### src/rtl/coil_read_pkg.sv
`default_nettype none
package coil_read_pkg;
  localparam logic [7:0] FUNC_READ_OUTPUTS = 8'h01;
  localparam logic [7:0] FUNC_READ_INPUTS = 8'h02;
  localparam logic [7:0] ADDR_MIN = 8'h01;
  localparam logic [7:0] ADDR_MAX = 8'hf7;
  localparam logic [15:0] CRC_INIT = 16'hffff;
  localparam logic [15:0] CRC_POLY = 16'ha001;
  localparam int REQ_LEN = 8;
  localparam int POINT_COUNT = 16;
  localparam logic [7:0] RESET_BYTE = 8'h00;
  // reply byte positions: address, function and count lead the state bytes
  localparam logic [7:0] RSP_ADDR_POS = 8'd0;
  localparam logic [7:0] RSP_FUNC_POS = 8'd1;
  localparam logic [7:0] RSP_COUNT_POS = 8'd2;
  localparam logic [7:0] RSP_DATA_POS = 8'd3;
  localparam logic [7:0] RSP_FRAME_EXTRA = 8'd5; // header plus two checksum bytes
  // request byte positions of the appended checksum
  localparam logic [3:0] REQ_CRC_LO_POS = 4'd6;
  localparam logic [3:0] REQ_CRC_HI_POS = 4'd7;

  // one byte folded into the running crc
  function automatic logic [15:0] crc_byte(input logic [15:0] crc, input logic [7:0] data);
    logic [15:0] c;
    c = crc ^ {8'h00, data};
    for (int i = 0; i < 8; i++) begin
      c = c[0] ? ((c >> 1) ^ CRC_POLY) : (c >> 1);
    end
    return c;
  endfunction
endpackage
`default_nettype wire

### src/rtl/coil_link_if.sv
`default_nettype none
interface coil_link_if;
  logic [7:0] req_data;
  logic req_valid;
  logic req_ready;
  logic [7:0] rsp_data;
  logic rsp_valid;
  logic rsp_ready;
  modport responder (input req_data, input req_valid, output req_ready,
    output rsp_data, output rsp_valid, input rsp_ready);
  modport master (output req_data, output req_valid, input req_ready,
    input rsp_data, input rsp_valid, output rsp_ready);
endinterface
`default_nettype wire

### src/rtl/modbus_coil_read_responder.sv
// Overview of operation
// [RULE1] act only on address matching own address
// [RULE2] function 02 hex reports input states
// [RULE3] function 01 hex reports output states
// [RULE4] master sends start, count, msb first
// [RULE5] checksum sent low byte first
// [RULE6] reply repeats request slave address
// [RULE7] reply echoes request function code
// [RULE8] reply carries count of state bytes
// [RULE9] state bit: open 0, closed 1
// [RULE10] first byte inputs one..eight, lsb first
// [RULE11] later groups of eight fill next byte
// [RULE12] output reads packed the same way
// [RULE13] input index n maps to input n+1
// [RULE14] output index zero selects output one
// [RULE15] any subset range reported exactly
// [RULE16] crc-16 a001/ffff; bad frames dropped silently
// [RULE17] unused bits of last byte are zero
`default_nettype none
module modbus_coil_read_responder
  import coil_read_pkg::*;
#(
  parameter int POINTS = coil_read_pkg::POINT_COUNT
) (
  // clock and reset
  input wire logic sys_clk,
  input wire logic reset_n,
  // link to master
  coil_link_if.responder link,
  // user side
  input wire logic [7:0] own_addr,
  input wire logic [POINTS-1:0] input_states,
  input wire logic [POINTS-1:0] output_states,
  output logic frame_dropped
);
  import coil_read_pkg::*;

  typedef enum {RECV, CHECK, SEND} state_type;
  state_type state_ff, nxt_state;

  logic [7:0] req_ff [REQ_LEN];
  logic [3:0] rx_cnt_ff;
  logic [15:0] rx_crc_ff;
  logic [15:0] tx_crc_ff;
  logic [7:0] tx_idx_ff;
  logic [7:0] tx_len_ff;
  logic [POINTS-1:0] snap_ff;
  logic dropped_ff;

  // two-entry reply buffer
  logic [7:0] buf_ff [2];
  logic [1:0] buf_cnt_ff;
  logic buf_rd_ff;
  logic buf_wr_ff;

  // decode of the held request
  wire [7:0] r_addr = req_ff[0];
  wire [7:0] r_func = req_ff[1];
  wire [15:0] r_start = {req_ff[2], req_ff[3]}; // msb first [RULE4]
  wire [15:0] r_qty = {req_ff[4], req_ff[5]};
  wire [15:0] r_crc = {req_ff[7], req_ff[6]}; // low byte first [RULE5]
  wire addr_ok = (r_addr == own_addr) && (own_addr >= ADDR_MIN)
    && (own_addr <= ADDR_MAX); // [RULE1]
  wire func_ok = (r_func == FUNC_READ_INPUTS) || (r_func == FUNC_READ_OUTPUTS);
  wire [16:0] r_end = {1'b0, r_start} + {1'b0, r_qty};
  wire range_ok = (r_qty != 16'h0000) && (r_end <= 17'(POINTS)); // [RULE15]
  wire crc_ok = (rx_crc_ff == r_crc); // [RULE16]
  wire frame_ok = addr_ok && func_ok && range_ok && crc_ok;
  wire [7:0] byte_cnt = 8'((r_qty + 16'd7) >> 3); // [RULE8]

  // source selection and shift of the requested window
  wire [POINTS-1:0] src = (r_func == FUNC_READ_INPUTS) ? input_states  // [RULE2]
    : output_states; // [RULE3]
  wire [POINTS-1:0] shifted = snap_ff >> r_start; // index n is point n+1 [RULE13] [RULE14]
  wire [7:0] data_idx = tx_idx_ff - RSP_DATA_POS;
  wire [POINTS+7:0] padded = {8'h00, shifted};
  wire [7:0] raw_byte = padded[data_idx*8 +: 8]; // [RULE10] [RULE11] [RULE12]
  wire [15:0] bits_left = r_qty - {5'h00, data_idx, 3'b000};
  wire [7:0] keep_mask = (bits_left >= 16'd8) ? 8'hff
    : 8'((9'h001 << bits_left[2:0]) - 9'h001);
  wire [7:0] state_byte = raw_byte & keep_mask; // closed reads 1 [RULE9] [RULE17]

  // positions of the two checksum bytes in the reply
  wire [7:0] crc_lo_pos = tx_len_ff - 8'd2;
  wire [7:0] crc_hi_pos = tx_len_ff - 8'd1;

  // byte to emit at tx_idx_ff
  logic [7:0] tx_byte;
  always_comb begin
    if (tx_idx_ff == RSP_ADDR_POS) begin
      tx_byte = r_addr; // [RULE6]
    end else if (tx_idx_ff == RSP_FUNC_POS) begin
      tx_byte = r_func; // [RULE7]
    end else if (tx_idx_ff == RSP_COUNT_POS) begin
      tx_byte = byte_cnt; // [RULE8]
    end else if (tx_idx_ff == crc_lo_pos) begin
      tx_byte = tx_crc_ff[7:0]; // checksum_low_byte [RULE5]
    end else if (tx_idx_ff == crc_hi_pos) begin
      tx_byte = tx_crc_ff[15:8]; // checksum_high_byte [RULE5]
    end else begin
      tx_byte = state_byte;
    end
  end

  wire buf_full = (buf_cnt_ff == 2'd2);
  wire push = (state_ff == SEND) && !buf_full;
  wire pop = link.rsp_valid && link.rsp_ready;
  wire crc_payload = tx_idx_ff < crc_lo_pos;
  wire tx_done = push && (tx_idx_ff == crc_hi_pos);
  wire rx_take = link.req_valid && link.req_ready;
  wire rx_last = (rx_cnt_ff == 4'(REQ_LEN - 1)); // eighth request byte

  assign link.req_ready = (state_ff == RECV);
  assign link.rsp_valid = (buf_cnt_ff != 2'd0);
  assign link.rsp_data = buf_ff[buf_rd_ff];
  assign frame_dropped = dropped_ff;

  // next state
  always_comb begin
    nxt_state = state_ff;
    case (state_ff)
      RECV: begin
        if (rx_take && rx_last) begin
          nxt_state = CHECK;
        end
      end
      CHECK: begin
        nxt_state = frame_ok ? SEND : RECV; // [RULE16]
      end
      SEND: begin
        if (tx_done) begin
          nxt_state = RECV;
        end
      end
      default: begin
        nxt_state = RECV;
      end
    endcase
  end

  // state register
  always_ff @(posedge sys_clk or negedge reset_n) begin
    if (!reset_n) begin
      state_ff <= RECV;
    end else begin
      state_ff <= nxt_state;
    end
  end

  // request capture and running crc over the first six bytes
  always_ff @(posedge sys_clk or negedge reset_n) begin
    if (!reset_n) begin
      rx_cnt_ff <= 4'h0;
      rx_crc_ff <= CRC_INIT;
      for (int i = 0; i < REQ_LEN; i++) begin
        req_ff[i] <= RESET_BYTE;
      end
    end else if (rx_take) begin
      req_ff[rx_cnt_ff[2:0]] <= link.req_data;
      rx_cnt_ff <= rx_last ? 4'h0 : rx_cnt_ff + 4'h1;
      if (rx_cnt_ff == 4'h0) begin
        rx_crc_ff <= crc_byte(CRC_INIT, link.req_data);
      end else if (rx_cnt_ff < 4'(REQ_LEN - 2)) begin
        rx_crc_ff <= crc_byte(rx_crc_ff, link.req_data);
      end
    end
  end

  // reply sequencing and crc of the reply
  always_ff @(posedge sys_clk or negedge reset_n) begin
    if (!reset_n) begin
      tx_idx_ff <= 8'h00;
      tx_len_ff <= 8'h00;
      tx_crc_ff <= CRC_INIT;
      snap_ff <= '0;
      dropped_ff <= 1'b0;
    end else if (state_ff == CHECK) begin
      tx_idx_ff <= 8'h00;
      tx_len_ff <= byte_cnt + RSP_FRAME_EXTRA;
      tx_crc_ff <= CRC_INIT;
      snap_ff <= src;
      dropped_ff <= !frame_ok;
    end else begin
      dropped_ff <= 1'b0;
      if (push) begin
        tx_idx_ff <= tx_idx_ff + 8'd1;
        if (crc_payload) tx_crc_ff <= crc_byte(tx_crc_ff, tx_byte); // [RULE16]
      end
    end
  end

  // buffer so a stalled master loses no byte
  always_ff @(posedge sys_clk or negedge reset_n) begin
    if (!reset_n) begin
      buf_ff[0] <= RESET_BYTE;
      buf_ff[1] <= RESET_BYTE;
      buf_cnt_ff <= 2'd0;
      buf_rd_ff <= 1'b0;
      buf_wr_ff <= 1'b0;
    end else begin
      if (push) begin
        buf_ff[buf_wr_ff] <= tx_byte;
        buf_wr_ff <= !buf_wr_ff;
      end
      if (pop) begin
        buf_rd_ff <= !buf_rd_ff;
      end
      buf_cnt_ff <= buf_cnt_ff + 2'(push) - 2'(pop);
    end
  end
endmodule // modbus_coil_read_responder
`default_nettype wire

### src/flat_wrapper.sv
// flat-port wrapper written by rule: the top's interface ports become plain ports
module modbus_coil_read_responder_flat import coil_read_pkg::*;
#(
  parameter int POINTS = coil_read_pkg::POINT_COUNT
)
  (sys_clk, reset_n, own_addr, input_states, output_states, frame_dropped, link_req_data, link_req_valid, link_req_ready, link_rsp_data, link_rsp_valid, link_rsp_ready);
  coil_link_if link_i ();
  input wire logic sys_clk;
  input wire logic reset_n;
  input wire logic [7:0] own_addr;
  input wire logic [POINTS-1:0] input_states;
  input wire logic [POINTS-1:0] output_states;
  output logic frame_dropped;
  input wire logic [$bits(link_i.req_data)-1:0] link_req_data;
  input wire logic [$bits(link_i.req_valid)-1:0] link_req_valid;
  output wire logic [$bits(link_i.req_ready)-1:0] link_req_ready;
  output wire logic [$bits(link_i.rsp_data)-1:0] link_rsp_data;
  output wire logic [$bits(link_i.rsp_valid)-1:0] link_rsp_valid;
  input wire logic [$bits(link_i.rsp_ready)-1:0] link_rsp_ready;
  assign link_i.req_data = link_req_data;
  assign link_i.req_valid = link_req_valid;
  assign link_req_ready = link_i.req_ready;
  assign link_rsp_data = link_i.rsp_data;
  assign link_rsp_valid = link_i.rsp_valid;
  assign link_i.rsp_ready = link_rsp_ready;
  modbus_coil_read_responder #(.POINTS(POINTS)) u_core (.sys_clk(sys_clk), .reset_n(reset_n), .link(link_i), .own_addr(own_addr), .input_states(input_states), .output_states(output_states), .frame_dropped(frame_dropped));
endmodule
### config.mk
export PLATFORM = sky130hd
export DESIGN_NAME = modbus_coil_read_responder_flat
export DESIGN_NICKNAME = d
export VERILOG_FILES = /design/src/rtl/coil_read_pkg.sv /design/src/rtl/coil_link_if.sv /design/src/rtl/modbus_coil_read_responder.sv /design/src/flat_wrapper.sv
export SDC_FILE = /design/constraint.sdc
export NUM_CORES = 1
export LEC_CHECK = 0
export BUFFER_PORTS_ARGS = -buffer_cell sky130_fd_sc_hd__clkbuf_2
export CAP_MARGIN = 20
export CORE_MARGIN = 5
export CORE_UTILIZATION = 30
export CTS_BUF_LIST = sky130_fd_sc_hd__clkbuf_4 sky130_fd_sc_hd__clkbuf_8 sky130_fd_sc_hd__clkbuf_16
export CTS_CLUSTER_DIAMETER = 150
export CTS_CLUSTER_SIZE = 25
export DETAILED_ROUTE_END_ITERATION = 8
export PLACE_DENSITY = 0.57
export SLEW_MARGIN = 20
export SYNTH_ARGS = -nofsm -noshare
export SYNTH_HDL_FRONTEND = slang
export SYNTH_SLANG_ARGS = --single-unit
### constraint.sdc
create_clock -name sys_clk -period 7.6 [get_ports sys_clk]
set_input_delay 0.38 -clock sys_clk [delete_from_list [all_inputs] [get_ports sys_clk]]
set_output_delay 0.38 -clock sys_clk [all_outputs]
set_load 0.01 [all_outputs]
==> results, run 1 <==
- The run finished, with violations left.
- The checks that failed: hold timing.
- After floorplanning, the core was divided into 68 placement rows.
- The final period utilization is 0.6670.
- The endpoint of the worst register-to-register path is u_core.tx_crc_ff[0]$_DFFE_PN1P_.
- The maximum vdd ir drop is 0.1973 mV.
- The final-report max-slew violation count was 0.
- In the final layout, flip-flops and latches occupy 0.003919 mm^2.
- The synthesized design contains 155 register bits.
- The highest clock frequency the design can meet is 0.1973 GHz.
- The fraction of post-synthesis cell area in the top cell type by area is 0.2911.
- CTS placed an instance of clkbuf_16 at the clock tree root.
- The initial antenna violation count was 0.
- For the worst setup path, the data arrival time is 5450 ps.
- The endpoint required time on the critical path is 7980 ps.
- The first detailed-routing pass ran for 5 iterations.
- The clock-pin slew reported for the worst setup and hold paths after clock tree synthesis is 70 ps.
- Across the run, the number of max-cap violations was 0.
- Among all flip-flop cells after synthesis, the most frequent one is dfrtp_1.
- STA classifies the critical path startpoint as a register.
- For this run, the post-layout net count is 1186.
- Fill cells in the final layout number 3543.
- The clock period minus worst slack is 5069 ps.
- The remaining global-route overflow is 0.
- Across all hold checks on the routed design, the worst slack comes to -55.06 ps.
- The Yosys step of the flow raised 0 warnings.
- The path class of the tightest hold or removal check is input port to asynchronous set/reset pin.
- The horizontal die dimension is 197.8 um.
- The worst register-to-register path begins at u_core.tx_idx_ff[4]$_DFFE_PN0P_.
- In the post-synthesis netlist, the biggest area contributors are dfrtp_1 29%, mux2_2 9.4%, dfstp_2 8.0%.
- The via count of the first global-routing pass came to 7887.
- The number of distinct standard cells referenced by the synthesized netlist is 86.
- Once the clock tree was built, the resizer swapped 0 gates to a different size.
- After synthesis, the most frequently instantiated cells are 123 x dfrtp_1, 94 x nand2_1, 88 x mux2_2.
- The sum of negative setup slack is 0 ps.
- The overall routed net length is 28.31 mm.
- Headroom to the max-slew limit came out at 0.3086.
- The maximum number of pins on one net before global-route repair is 83.
- The total I/O pin count is 63.
- Summed over all cells, the static leakage comes to 0.005287 uW.
- The height of the chip is 197.8 um.
- At the later pin of the worst-skew pair, clock insertion delay measures 440 ps.
- In the routed design, unresolved DRC markers number 0.
- The first global-routing pass estimated 45.84 mm of wire.
- Post-CTS timing repair inserted 0 buffers for setup.
- The number of vias per cell after detailed routing is 5.038.
- The worst-case clock skew is 11.83 ps.
- The number of cells on the worst reg-to-reg path is 15.
- The clock buffer count from CTS is 17.
- After clock tree synthesis, the flow added hold-fix buffers numbering 0.
- The end-of-flow core utilization is 0.3414.
- The number of antenna-violating nets in the routed design is 0.
- After synthesis, the share of flip-flops with an asynchronous set or reset is 1.000.
- The final-report setup violation count is 0.
- The total number of H-tree levels is 4.
- The routability congestion estimate is 0.9471.
- The most frequent cell after synthesis is dfrtp_1.
- A synthesized cell averages 9.958 um^2.
- The total of buffers placed on input and output ports is 62.
- Along the worst path, the maximum fanout reaches 11.
- The share of the Yosys chip area taken by registers is 0.3706.
- The area taken by multi-input logic gates is 0.006265 mm^2.
- The floorplan die area is 0.03911 mm^2.
- 0 antenna diodes ended up in the layout.
- Setup repair after global routing left no endpoint under its margin.
- The number of DRC violations after detailed-routing iteration 0 is 500.
- The clock tree from TritonCTS is yes.
- dfrtp_1 takes more of the synthesized area than any other cell.
- Across all register-to-register paths, the minimum setup slack is 2530 ps.
- The buffer depth of the longest clock path is 2.
- The number of enable flip-flop cells after synthesis is 0.
- After technology mapping, the gate count stands at 1062.
- The post-synth net total is 1161.
- The number of vias after detailed routing is 7834.
- The final count of hold timing violations was 24.
- At the pin with the least slew margin, the transition time is 1037 ps.
- For this design the ratio of total power to cell area is 330.6 mW/mm^2.
- The proportion of layout cells with a drive suffix above 1 is 0.2391.
- For this configuration, the core starts out at a cell density of 0.3046.
- The number of clock sinks is 155.
- The mapped netlist covers 0.01058 mm^2.
- The layout overhead on the synthesized area is 12.07%.
- The category of the most critical setup path is register to register.
- The detail-routed net length per standard cell is 18.21 um.
- STA classifies the critical path endpoint as a register.
- The core box area is 0.03471 mm^2.
- The aggregate global-route resource usage is 0.1482.
- Detailed placement ended at an HPWL of 21.26 mm.
## power breakdown
group / switching, uW / total, uW / internal, uW / leakage (uW)
Sequential: 141 / 1130 / 991 / 0.00192
Clock: 394 / 855 / 460 / 0.000293
Combinational: 1020 / 1930 / 907 / 0.00307
## cell type report
cell class	count	area share
clock buffer	19	0.03917
clock inverter	13	0.01066
inverter	35	0.01109
multi-input combinational	809	0.5286
sequential	155	0.3307
tap	455	0.04804
timing repair buffer	69	0.03178
## state kept, by name, summed over array words and instances, names as in the netlist
register,flops
u_core.tx_len_ff,8
u_core.buf_wr_ff,1
u_core.rx_cnt_ff,4
u_core.state_ff,2
u_core.r_qty,16
u_core.rx_crc_ff,16
u_core.r_func,8
u_core.buf_ff,16
u_core.r_addr,8
u_core.frame_dropped,1
u_core.r_crc,16
u_core.buf_rd_ff,1
u_core.tx_idx_ff,8
u_core.snap_ff,16
u_core.buf_cnt_ff,2
u_core.r_start,16
u_core.tx_crc_ff,16
## cell families after synthesis
| group | synth area share |
|---|---|
| compound gates | 0.1182 |
| xor+xnor | 0.1111 |
| fa+ha+maj | 0.05703 |
| buf+inv | 0.03833 |
| flops | 0.3706 |
| mux | 0.1505 |
| simple gates | 0.1543 |
## worst max-delay path, cell delays in order, from the launching register on
cell and delay (ps):
dfrtp_1 510, or4_4 630, nor2_1 140, xnor2_1 150, ha_1 380, a21oi_4 180, o21ai_1 100, or4_1 540
and2_4 200, nor4_4 410, a211oi_1 130, o21ai_0 400, xor2_1 370, xnor3_2 360, xnor3_1 350, a21oi_1 150
## per-stage QoR
stage | hold WS, ps | instance area, um^2 | setup WS, ps | instances | total power, uW
after floorplan | 84.41 | 10580 | 3001 | 1062 | 2652
after global placement | 461.5 | 11250 | 2646 | 1522 | 3061
after detailed placement | 471.0 | 11250 | 2511 | 1522 | 3095
after CTS | 1.005 | 11840 | 2509 | 1554 | 3958
after global routing | 17.71 | 11850 | 2119 | 1555 | 4205
final | -55.06 | 11850 | 2531 | 1555 | 3918
## worst max path at each step
stage | from | to
after global routing | u_core.tx_idx_ff[5]$_DFFE_PN0P_ | u_core.tx_crc_ff[0]$_DFFE_PN1P_
after detailed placement | u_core.tx_idx_ff[5]$_DFFE_PN0P_ | u_core.tx_crc_ff[0]$_DFFE_PN1P_
final | u_core.tx_idx_ff[4]$_DFFE_PN0P_ | u_core.tx_crc_ff[0]$_DFFE_PN1P_
after global placement | u_core.tx_idx_ff[5]$_DFFE_PN0P_ | u_core.tx_crc_ff[0]$_DFFE_PN1P_
after CTS | u_core.tx_idx_ff[5]$_DFFE_PN0P_ | u_core.tx_crc_ff[0]$_DFFE_PN1P_
after floorplan | u_core.tx_idx_ff[4]$_DFFE_PN0P_ | u_core.tx_crc_ff[0]$_DFFE_PN1P_
## metal layers
layer	GRT usage	vias to the layer above	part of all wire
li1	-	3862	-
met1	0.2111	3811	0.49
met2	0.2312	127	0.46
met3	0.02127	34	0.029
met4	0.05101	0	0.028
met5	0	-	0
## cells in the final DEF (no fill, tap or decap), types with 11 or more instances in the layout
| cell type | synthesis | layout |
|---|---|---|
| mux2_2 | 88 | 88 |
| clkbuf_2 | 1 | 61 |
| ha_1 | 45 | 45 |
| dfstp_2 | 32 | 32 |
| inv_1 | 34 | 34 |
| mux4_2 | 12 | 12 |
| nor2b_1 | 11 | 11 |
| nor4_1 | 16 | 16 |
| nand3_1 | 21 | 21 |
| a21oi_1 | 40 | 40 |
| nand2_1 | 94 | 94 |
| o21ai_0 | 73 | 73 |
| nor3_1 | 27 | 26 |
| xor2_1 | 35 | 35 |
| nand2b_1 | 15 | 14 |
| nor2_1 | 50 | 50 |
| nand4_1 | 18 | 18 |
| dfrtp_1 | 123 | 123 |
| mux2i_1 | 33 | 33 |
| xnor2_1 | 85 | 85 |
| clkbuf_16 | 0 | 18 |
(Power assumes the default switching activity.)
==> run 2: changes to the inputs <==
PLACE_DENSITY = 0.59   (was 0.57)
clock period = 4.45 ns   (was 7.6 ns; I/O delays follow)
==> results, run 2 (synthesis gave the netlist of run 1 again) <==
- For hold timing, the worst endpoint is u_core.snap_ff[9]$_DFFE_PN0P_.
- Most frequent cells in the layout: 121 x dfrtp_1, 94 x nand2_1, 88 x mux2_2 (was 123 x dfrtp_1, 94 x nand2_1, 88 x mux2_2).
- The final period utilization came to 0.9887 (was 0.6670).
- The starting density of the core came to 0.3046 (unchanged).
- The number of DRC violations after detailed-routing iteration 0 is 554 (was 500).
- In this design, the critical path's most frequently occurring cell is buf_4.
- The most common cell after layout, fill and taps aside was dfrtp_1 (unchanged).
- The setup slack after layout is 50.38 ps (was 2531 ps).
- The clock tree from TritonCTS is yes (unchanged).
- The number of search-and-repair iterations in the first detailed-routing pass is 7 (was 5).
- The placed instance area is 0.01158 mm^2 (was 0.01125 mm^2).
- Run status: finished, final reports clean (was finished, violations left).
- The share of total power consumed by net switching is 0.3954 (was 0.3980).
- The number of cells on the worst reg-to-reg path is 17 (was 15).
- The endpoint type of the worst setup path is a register (unchanged).
- The proportion of layout cells with a drive suffix above 1 is 0.2980 (was 0.2391).
- The nature of the critical path startpoint was a register (unchanged).
- The clock buffer count from CTS was 17 (unchanged).
- The beginning of the worst hold path is input_states[9].
- The worst setup timing slack at the placement stage is -80.11 ps (was 2511 ps).
- The relative contribution of the clock network to total power came to 0.202 (was 0.218).
- CP Cell Sequence: buf_4, a21oi_4, buf_4, xnor2_1, ha_2, a21oi_4, buf_4, nor2b_1, or4b_1, nor4b_2, a31oi_1, a22oi_2, xor2_2, xnor3_1, xnor3_2, xnor3_1, a21oi_2 (was or4_4, nor2_1, xnor2_1, ha_1, a21oi_4, o21ai_1, or4_1, and2_4, nor4_4, a211oi_1, o21ai_0, xor2_1, xnor3_2, xnor3_1, a21oi_1).
- The delay of the slowest cell on the worst path came to 490 ps (was 630 ps).
- The height of the chip is 197.8 um (unchanged).
- The worst-case clock skew is 10.78 ps (was 11.83 ps).
- The cell with the largest stage delay on the worst path is or4b_1 (was or4_4).
- The switching power summed over all nets is 2926 uW (was 1559 uW).
- The aggregate global-route resource usage is 0.1497 (was 0.1482).
- The internal portion of total power is 4475 uW (was 2358 uW).
- The overall routed net length came to 28.94 mm (was 28.31 mm).
- The total I/O pin count is 63 (unchanged).
- The minimum setup slack among reg-to-reg paths is 50 ps (was 2530 ps).
- The first-pass GRT wire length is 45.99 mm (was 45.84 mm).
- Unrepaired setup endpoints after global routing: true (was false).
- The routability congestion estimate is 0.9251 (was 0.9471).
- The leakage power summed over all cells was 0.005555 uW (was 0.005287 uW).
- The total non-filler cell area in the finished layout was 0.01245 mm^2 (was 0.01185 mm^2).
- The number of vias per cell after detailed routing is 5.143 (was 5.038).
- The final-report max-slew violation count is 0 (unchanged).
- The total number of H-tree levels is 4 (unchanged).
- The number of diodes added for antenna fixing is 0 (unchanged).
- The DRC violations left came to 0 (unchanged).
- The class of the tightest hold or removal check is input port to register (was input port to asynchronous set/reset pin).
- The total of buffers placed on input and output ports is 62 (unchanged).
- The initial antenna violation count is 0 (unchanged).
- The layout net count is 1237 (was 1186).
- The highest clock frequency the design can meet was 0.2273 GHz (was 0.1973 GHz).
- The layout overhead on the synthesized area was 17.72% (was 12.07%).
- The logic gate share of total power is 0.546 (was 0.493).
- The portion of total power attributed to sequential cells is 0.252 (was 0.289).
- The maximum vdd ir drop came to 0.5516 mV (was 0.1973 mV).
- The power density over the cells is 594.6 mW/mm^2 (was 330.6 mW/mm^2).
- The clock period minus worst slack is 4400 ps (was 5069 ps).
- The number of vias after detailed routing was 8260 (was 7834).
- The worst hold path passes through 3 cells.
- The via count of the first global-routing pass came to 8209 (was 7887).
- The maximum number of pins on one net before global-route repair is 85 (was 83).
- The clock-pin slew reported for the worst setup and hold paths after clock tree synthesis is 80 ps (was 70 ps).
- The row count is 68 (unchanged).
- The worst hold margin is 65.50 ps (was -55.06 ps).
- The power consumption is 7402 uW (was 3918 uW).
- The post-route non-filler standard cell count is 1606 (was 1555).
- The largest driver fanout on the critical path is 5 (was 11).
- The remaining global-route overflow was 0 (unchanged).
- The endpoint of the worst register-to-register path is u_core.tx_crc_ff[0]$_DFFE_PN1P_ (unchanged).
- The final-report setup violation count is 0 (unchanged).
- The startpoint of the worst register-to-register path is u_core.tx_idx_ff[1]$_DFFE_PN0P_ (was u_core.tx_idx_ff[4]$_DFFE_PN0P_).
- The number of clock sinks was 155 (unchanged).
- The horizontal die dimension was 197.8 um (unchanged).
- The category of the most critical setup path is register to register (unchanged).
- The detail-routed net length per standard cell is 18.02 um (was 18.21 um).
- The worst slew slack as a fraction of its limit is 0.3229 (was 0.3086).
- The pin slew with the least headroom to its limit is 1013 ps (was 1037 ps).
- The placed cell count is 1565 (was 1522).
- The endpoint required time on the critical path is 4830 ps (was 7980 ps).
- The HPWL reported at the end of detailed placement was 21.66 mm (was 21.26 mm).
- The clock latency of the later-clocked register in the worst-skew pair is 440 ps (about the same).
- The clock tree root driver cell is clkbuf_16 (unchanged).
- The number of antenna-violating nets in the routed design came to 0 (unchanged).
- The floorplan die area was 0.03911 mm^2 (unchanged).
- The arrival time reported for the critical path endpoint is 4780 ps (was 5450 ps).
- The core box area is 0.03471 mm^2 (unchanged).
- The final count of hold timing violations is 0 (was 24).
- The buffer depth of the longest clock path is 2 (unchanged).
- The number of max-capacitance violations reported came to 0 (unchanged).
run 2: cell types whose count changed in the layout (fill, tap and decap cells not counted), sizes merged:
cell	change
clkinvlp	+1
clkbuf	-2
buf	+50
dlygate4sd3	+1
inv	+1
run 2: area by class of cell:
class                   count  area, um^2
flip-flops and latches    155        3921
well taps                 455       569.3
multi-input cells         809        6447
inverters                  35       131.4
clock inverters            15       187.7
fillers                  3510       22260
repair buffers            120       767.0
clock buffers              17       425.4
run 2: power by group through the flow:
| stage | Sequential [uW] | Clock, uW | Combinational (uW) |
|---|---|---|---|
| finish | 1860 | 1500 | 4040 |
| global route | 1890 | 1590 | 4440 |
| floorplan | 1810 | 0 | 2720 |
| CTS | 1860 | 1540 | 3750 |
| global placement | 1880 | 0 | 3660 |
| detailed placement | 1880 | 0 | 3720 |
run 2: worst max-delay path by stage:
stage | startpoint | endpoint | slack (ps) | depth (start not counted)
global route | u_core.tx_idx_ff[1]$_DFFE_PN0P_ | u_core.tx_crc_ff[0]$_DFFE_PN1P_ | -80 | 17
global placement | u_core.tx_idx_ff[3]$_DFFE_PN0P_ | u_core.tx_crc_ff[0]$_DFFE_PN1P_ | 40 | 15
CTS | u_core.tx_idx_ff[3]$_DFFE_PN0P_ | u_core.tx_crc_ff[0]$_DFFE_PN1P_ | 30 | 16
detailed placement | u_core.tx_idx_ff[3]$_DFFE_PN0P_ | u_core.tx_crc_ff[0]$_DFFE_PN1P_ | -80 | 15
finish | u_core.tx_idx_ff[1]$_DFFE_PN0P_ | u_core.tx_crc_ff[0]$_DFFE_PN1P_ | 50 | 17
floorplan | u_core.tx_idx_ff[5]$_DFFE_PN0P_ | u_core.tx_crc_ff[0]$_DFFE_PN1P_ | 4 | 17
run 2: worst max-delay path, delay by kind of cell (launching register included):
kind,cells,cell delay (ps)
AO/OA/AOI/OAI,5,840
buffers and inverters,3,430
flip-flops,1,460
AND/OR/NAND/NOR,3,840
adder cells (fa/ha/maj),1,350
XOR/XNOR,5,1440
run 2: stage by stage:
stage               TNS, ps    util
floorplan                 0       -
global placement          0  0.3337
detailed placement   -80.11  0.3337
CTS                       0  0.3520
global route         -150.4  0.3586
finish                    0  0.3586
run 2: timing repair:
| item | in CTS | in global routing |
|---|---|---|
| hold endpoints to repair | 62 | 0 |
| hold buffers | 1 | 0 |
| gates cloned | 0 | 0 |
| setup buffers | 0 | 8 |
| resized for setup | 2 | 34 |
| endpoints found under the setup margin | 1 | 3 |
| pin swaps | 0 | 22 |
run 2: routing by layer:
layer | track usage | up-vias | wire length, um
li1 | - | 3972 | -
met1 | 0.2109 | 4094 | 13770
met2 | 0.2365 | 163 | 13450
met3 | 0.02569 | 31 | 1073
met4 | 0.04489 | 0 | 653
met5 | 0 | - | 0
==> run 3: changes to the inputs <==
PLACE_DENSITY = 0.57   (was 0.59)
clock period = 4.1 ns   (was 4.45 ns; I/O delays follow)
==> results, run 3 (synthesis gave the netlist of run 1 again) <==
- The horizontal die dimension was 197.8 um (unchanged).
- The number of search-and-repair iterations in the first detailed-routing pass came to 5 (was 7).
- The pin slew with the least headroom to its limit came to 1039 ps (was 1013 ps).
- The highest clock frequency the design can meet came to 0.2370 GHz (was 0.2273 GHz).
- The clock period minus worst slack is 4219 ps (was 4400 ps).
- The arrival time reported for the critical path endpoint is 4600 ps (was 4780 ps).
- The clock tree from TritonCTS is yes (unchanged).
- The final count of hold timing violations is 0 (unchanged).
- The initial antenna violation count is 0 (unchanged).
- The nature of the critical path startpoint is a register (unchanged).
- The maximum vdd ir drop is 0.5214 mV (was 0.5516 mV).
- The clock buffer count from CTS is 17 (unchanged).
- The final period utilization is 1.029 (was 0.9887).
- The power consumption was 8331 uW (was 7402 uW).
- The first-pass GRT wire length came to 47.32 mm (was 45.99 mm).
- The via count of the first global-routing pass came to 8439 (was 8209).
- The starting density of the core was 0.3046 (unchanged).
- The cell with the largest stage delay on the worst path is or4_4 (was or4b_1).
- Most frequent cells in the layout: 121 x dfrtp_1, 100 x buf_4, 94 x nand2_1 (was 121 x dfrtp_1, 94 x nand2_1, 88 x mux2_2).
- The post-route non-filler standard cell count is 1651 (was 1606).
- Run status: finished, violations left (was finished, final reports clean).
- The clock-pin slew reported for the worst setup and hold paths after clock tree synthesis is 70 ps (was 80 ps).
- The placed cell count is 1607 (was 1565).
- The remaining global-route overflow is 0 (unchanged).
- The maximum number of pins on one net before global-route repair is 92 (was 85).
- The leakage power summed over all cells came to 0.005800 uW (was 0.005555 uW).
- The clock tree root driver cell is clkbuf_16 (unchanged).
- The met2 track demand over resource in global routing is 0.2387 (was 0.2365).
- The number of antenna-violating nets in the routed design was 0 (unchanged).
- The number of diodes added for antenna fixing came to 0 (unchanged).
- The final-layout fill cell count is 3498 (was 3510).
- The worst-case clock skew came to 12.76 ps (was 10.78 ps).
- CP Cell Sequence: or4_4, a211oi_2, xnor2_1, ha_2, nor2_2, xor2_1, or4_4, and2_4, nor4_4, buf_4, a221o_1, a21oi_2, xnor2_2, xnor3_1, xnor3_1, a21oi_2 (was buf_4, a21oi_4, buf_4, xnor2_1, ha_2, a21oi_4, buf_4, nor2b_1, or4b_1, nor4b_2, a31oi_1, a22oi_2, xor2_2, xnor3_1, xnor3_2, xnor3_1, a21oi_2).
- Unrepaired setup endpoints after global routing: true (unchanged).
- The setup slack after layout is -119.0 ps (was 50.38 ps).
- The number of vias after detailed routing is 8306 (was 8260).
- The number of DRC violations after detailed-routing iteration 0 came to 441 (was 554).
- The buffer depth of the longest clock path is 2 (unchanged).
- The total number of H-tree levels is 4 (unchanged).
- The final-report max-slew violation count is 0 (unchanged).
- The delay of the slowest cell on the worst path came to 590 ps (was 490 ps).
- The category of the most critical setup path is register to register (unchanged).
- The most common cell after layout, fill and taps aside is dfrtp_1 (unchanged).
- The floorplan die area was 0.03911 mm^2 (unchanged).
- The class of the tightest hold or removal check is input port to register (unchanged).
- The detail-routed net length per standard cell came to 17.97 um (was 18.02 um).
- The number of max-capacitance violations reported is 0 (unchanged).
- The layout net count was 1282 (was 1237).
- The aggregate global-route resource usage is 0.1533 (was 0.1497).
- The met3 usage in global routing was 0.02569 (unchanged).
- The DRC violations left was 0 (unchanged).
- The overall routed net length is 29.67 mm (was 28.94 mm).
- The row count came to 68 (unchanged).
- The height of the chip is 197.8 um (unchanged).
- The layout overhead on the synthesized area is 21.01% (was 17.72%).
- The worst hold margin is 45.60 ps (was 65.50 ps).
- The largest driver fanout on the critical path is 3 (was 5).
- The final-report setup violation count is 3 (was 0).
- The routability congestion estimate is 0.9284 (was 0.9251).
- The end-of-flow core utilization is 0.3687 (was 0.3586).
- The endpoint type of the worst setup path is a register (unchanged).
- The endpoint required time on the critical path came to 4480 ps (was 4830 ps).
- The number of vias per cell after detailed routing is 5.031 (was 5.143).
- The checks that failed: setup timing.
- The clock latency of the later-clocked register in the worst-skew pair came to 450 ps (was 440 ps).
- The total of buffers placed on input and output ports is 62 (unchanged).
- The HPWL reported at the end of detailed placement was 22.37 mm (was 21.66 mm).
- The power density over the cells is 651.0 mW/mm^2 (was 594.6 mW/mm^2).
- The met1 track demand over resource is 0.2151 (was 0.2109).
- The total I/O pin count was 63 (unchanged).
- The proportion of layout cells with a drive suffix above 1 is 0.3261 (was 0.2980).
- The most crowded layer after global routing is met2 (unchanged).
- The number of clock sinks was 155 (unchanged).
- The core box area is 0.03471 mm^2 (unchanged).
- The worst slew slack as a fraction of its limit is 0.3071 (was 0.3229).
run 3: where the power goes:
group	internal [uW]	switching, uW
sequential	1840	188
combinational	2410	2300
clock	821	775
total	5070	3260
run 3: final timing paths:
path                                            startpoint                               to  slack (ps)  cells past startpoint
min in group asynchronous                          reset_n   u_core.r_start[10]$_DFFE_PN0P_         420                      2
hold reg to reg               u_core.buf_ff[5]$_DFFE_PN0P_     u_core.buf_ff[5]$_DFFE_PN0P_         480                      2
max in group asynchronous                          reset_n     u_core.buf_ff[5]$_DFFE_PN0P_        2850                      3
setup reg to reg           u_core.tx_idx_ff[3]$_DFFE_PN0P_  u_core.tx_crc_ff[0]$_DFFE_PN1P_        -120                     16
setup / recovery           u_core.tx_idx_ff[3]$_DFFE_PN0P_  u_core.tx_crc_ff[0]$_DFFE_PN1P_        -120                     16
hold / removal                            input_states[13]   u_core.snap_ff[13]$_DFFE_PN0P_          50                      3
run 3: metrics by stage:
step           instance area, um^2  setup WS (ps)  setup TNS (ps)
2_1_floorplan                10660         -118.6          -207.4
3_3_place_gp                 11970         -149.5          -149.5
3_5_place_dp                 11970         -242.3          -518.1
4_1_cts                      12740         -95.13          -229.0
5_1_grt                      12800         -289.2          -799.7
6_report                     12800         -119.0          -269.0
run 3: layer usage:
metal  part of all wire  vias to the layer above
met4              0.027                        0
met5                  0                        -
met2               0.46                      135
li1                   -                     4064
met3              0.030                       45
met1               0.49                     4062
run 3: worst max-delay path: cells and delay by family (launching register included):
family	cells	cell delay, ps
AO/OA/AOI/OAI	4	560
adder cells (fa/ha/maj)	1	220
XOR/XNOR	5	1270
AND/OR/NAND/NOR	5	1560
flip-flops	1	380
buffers and inverters	1	180
run 3: layout make-up:
class	count	area, um^2	share of cell area
clock buffers	17	425.4	0.03324
clock inverters	15	173.9	0.01359
inverters	35	131.4	0.01027
multi-input cells	809	6474	0.5059
flip-flops and latches	155	3921	0.3064
well taps	455	569.3	0.04449
repair buffers	165	1102	0.08614
run 3: repair_timing:
action,in CTS,in global routing
setup endpoints to repair,3,9
hold buffers,1,0
pin swaps,4,7
gates resized for setup,16,15
buffers inserted,12,2
endpoints found under the hold margin,58,0
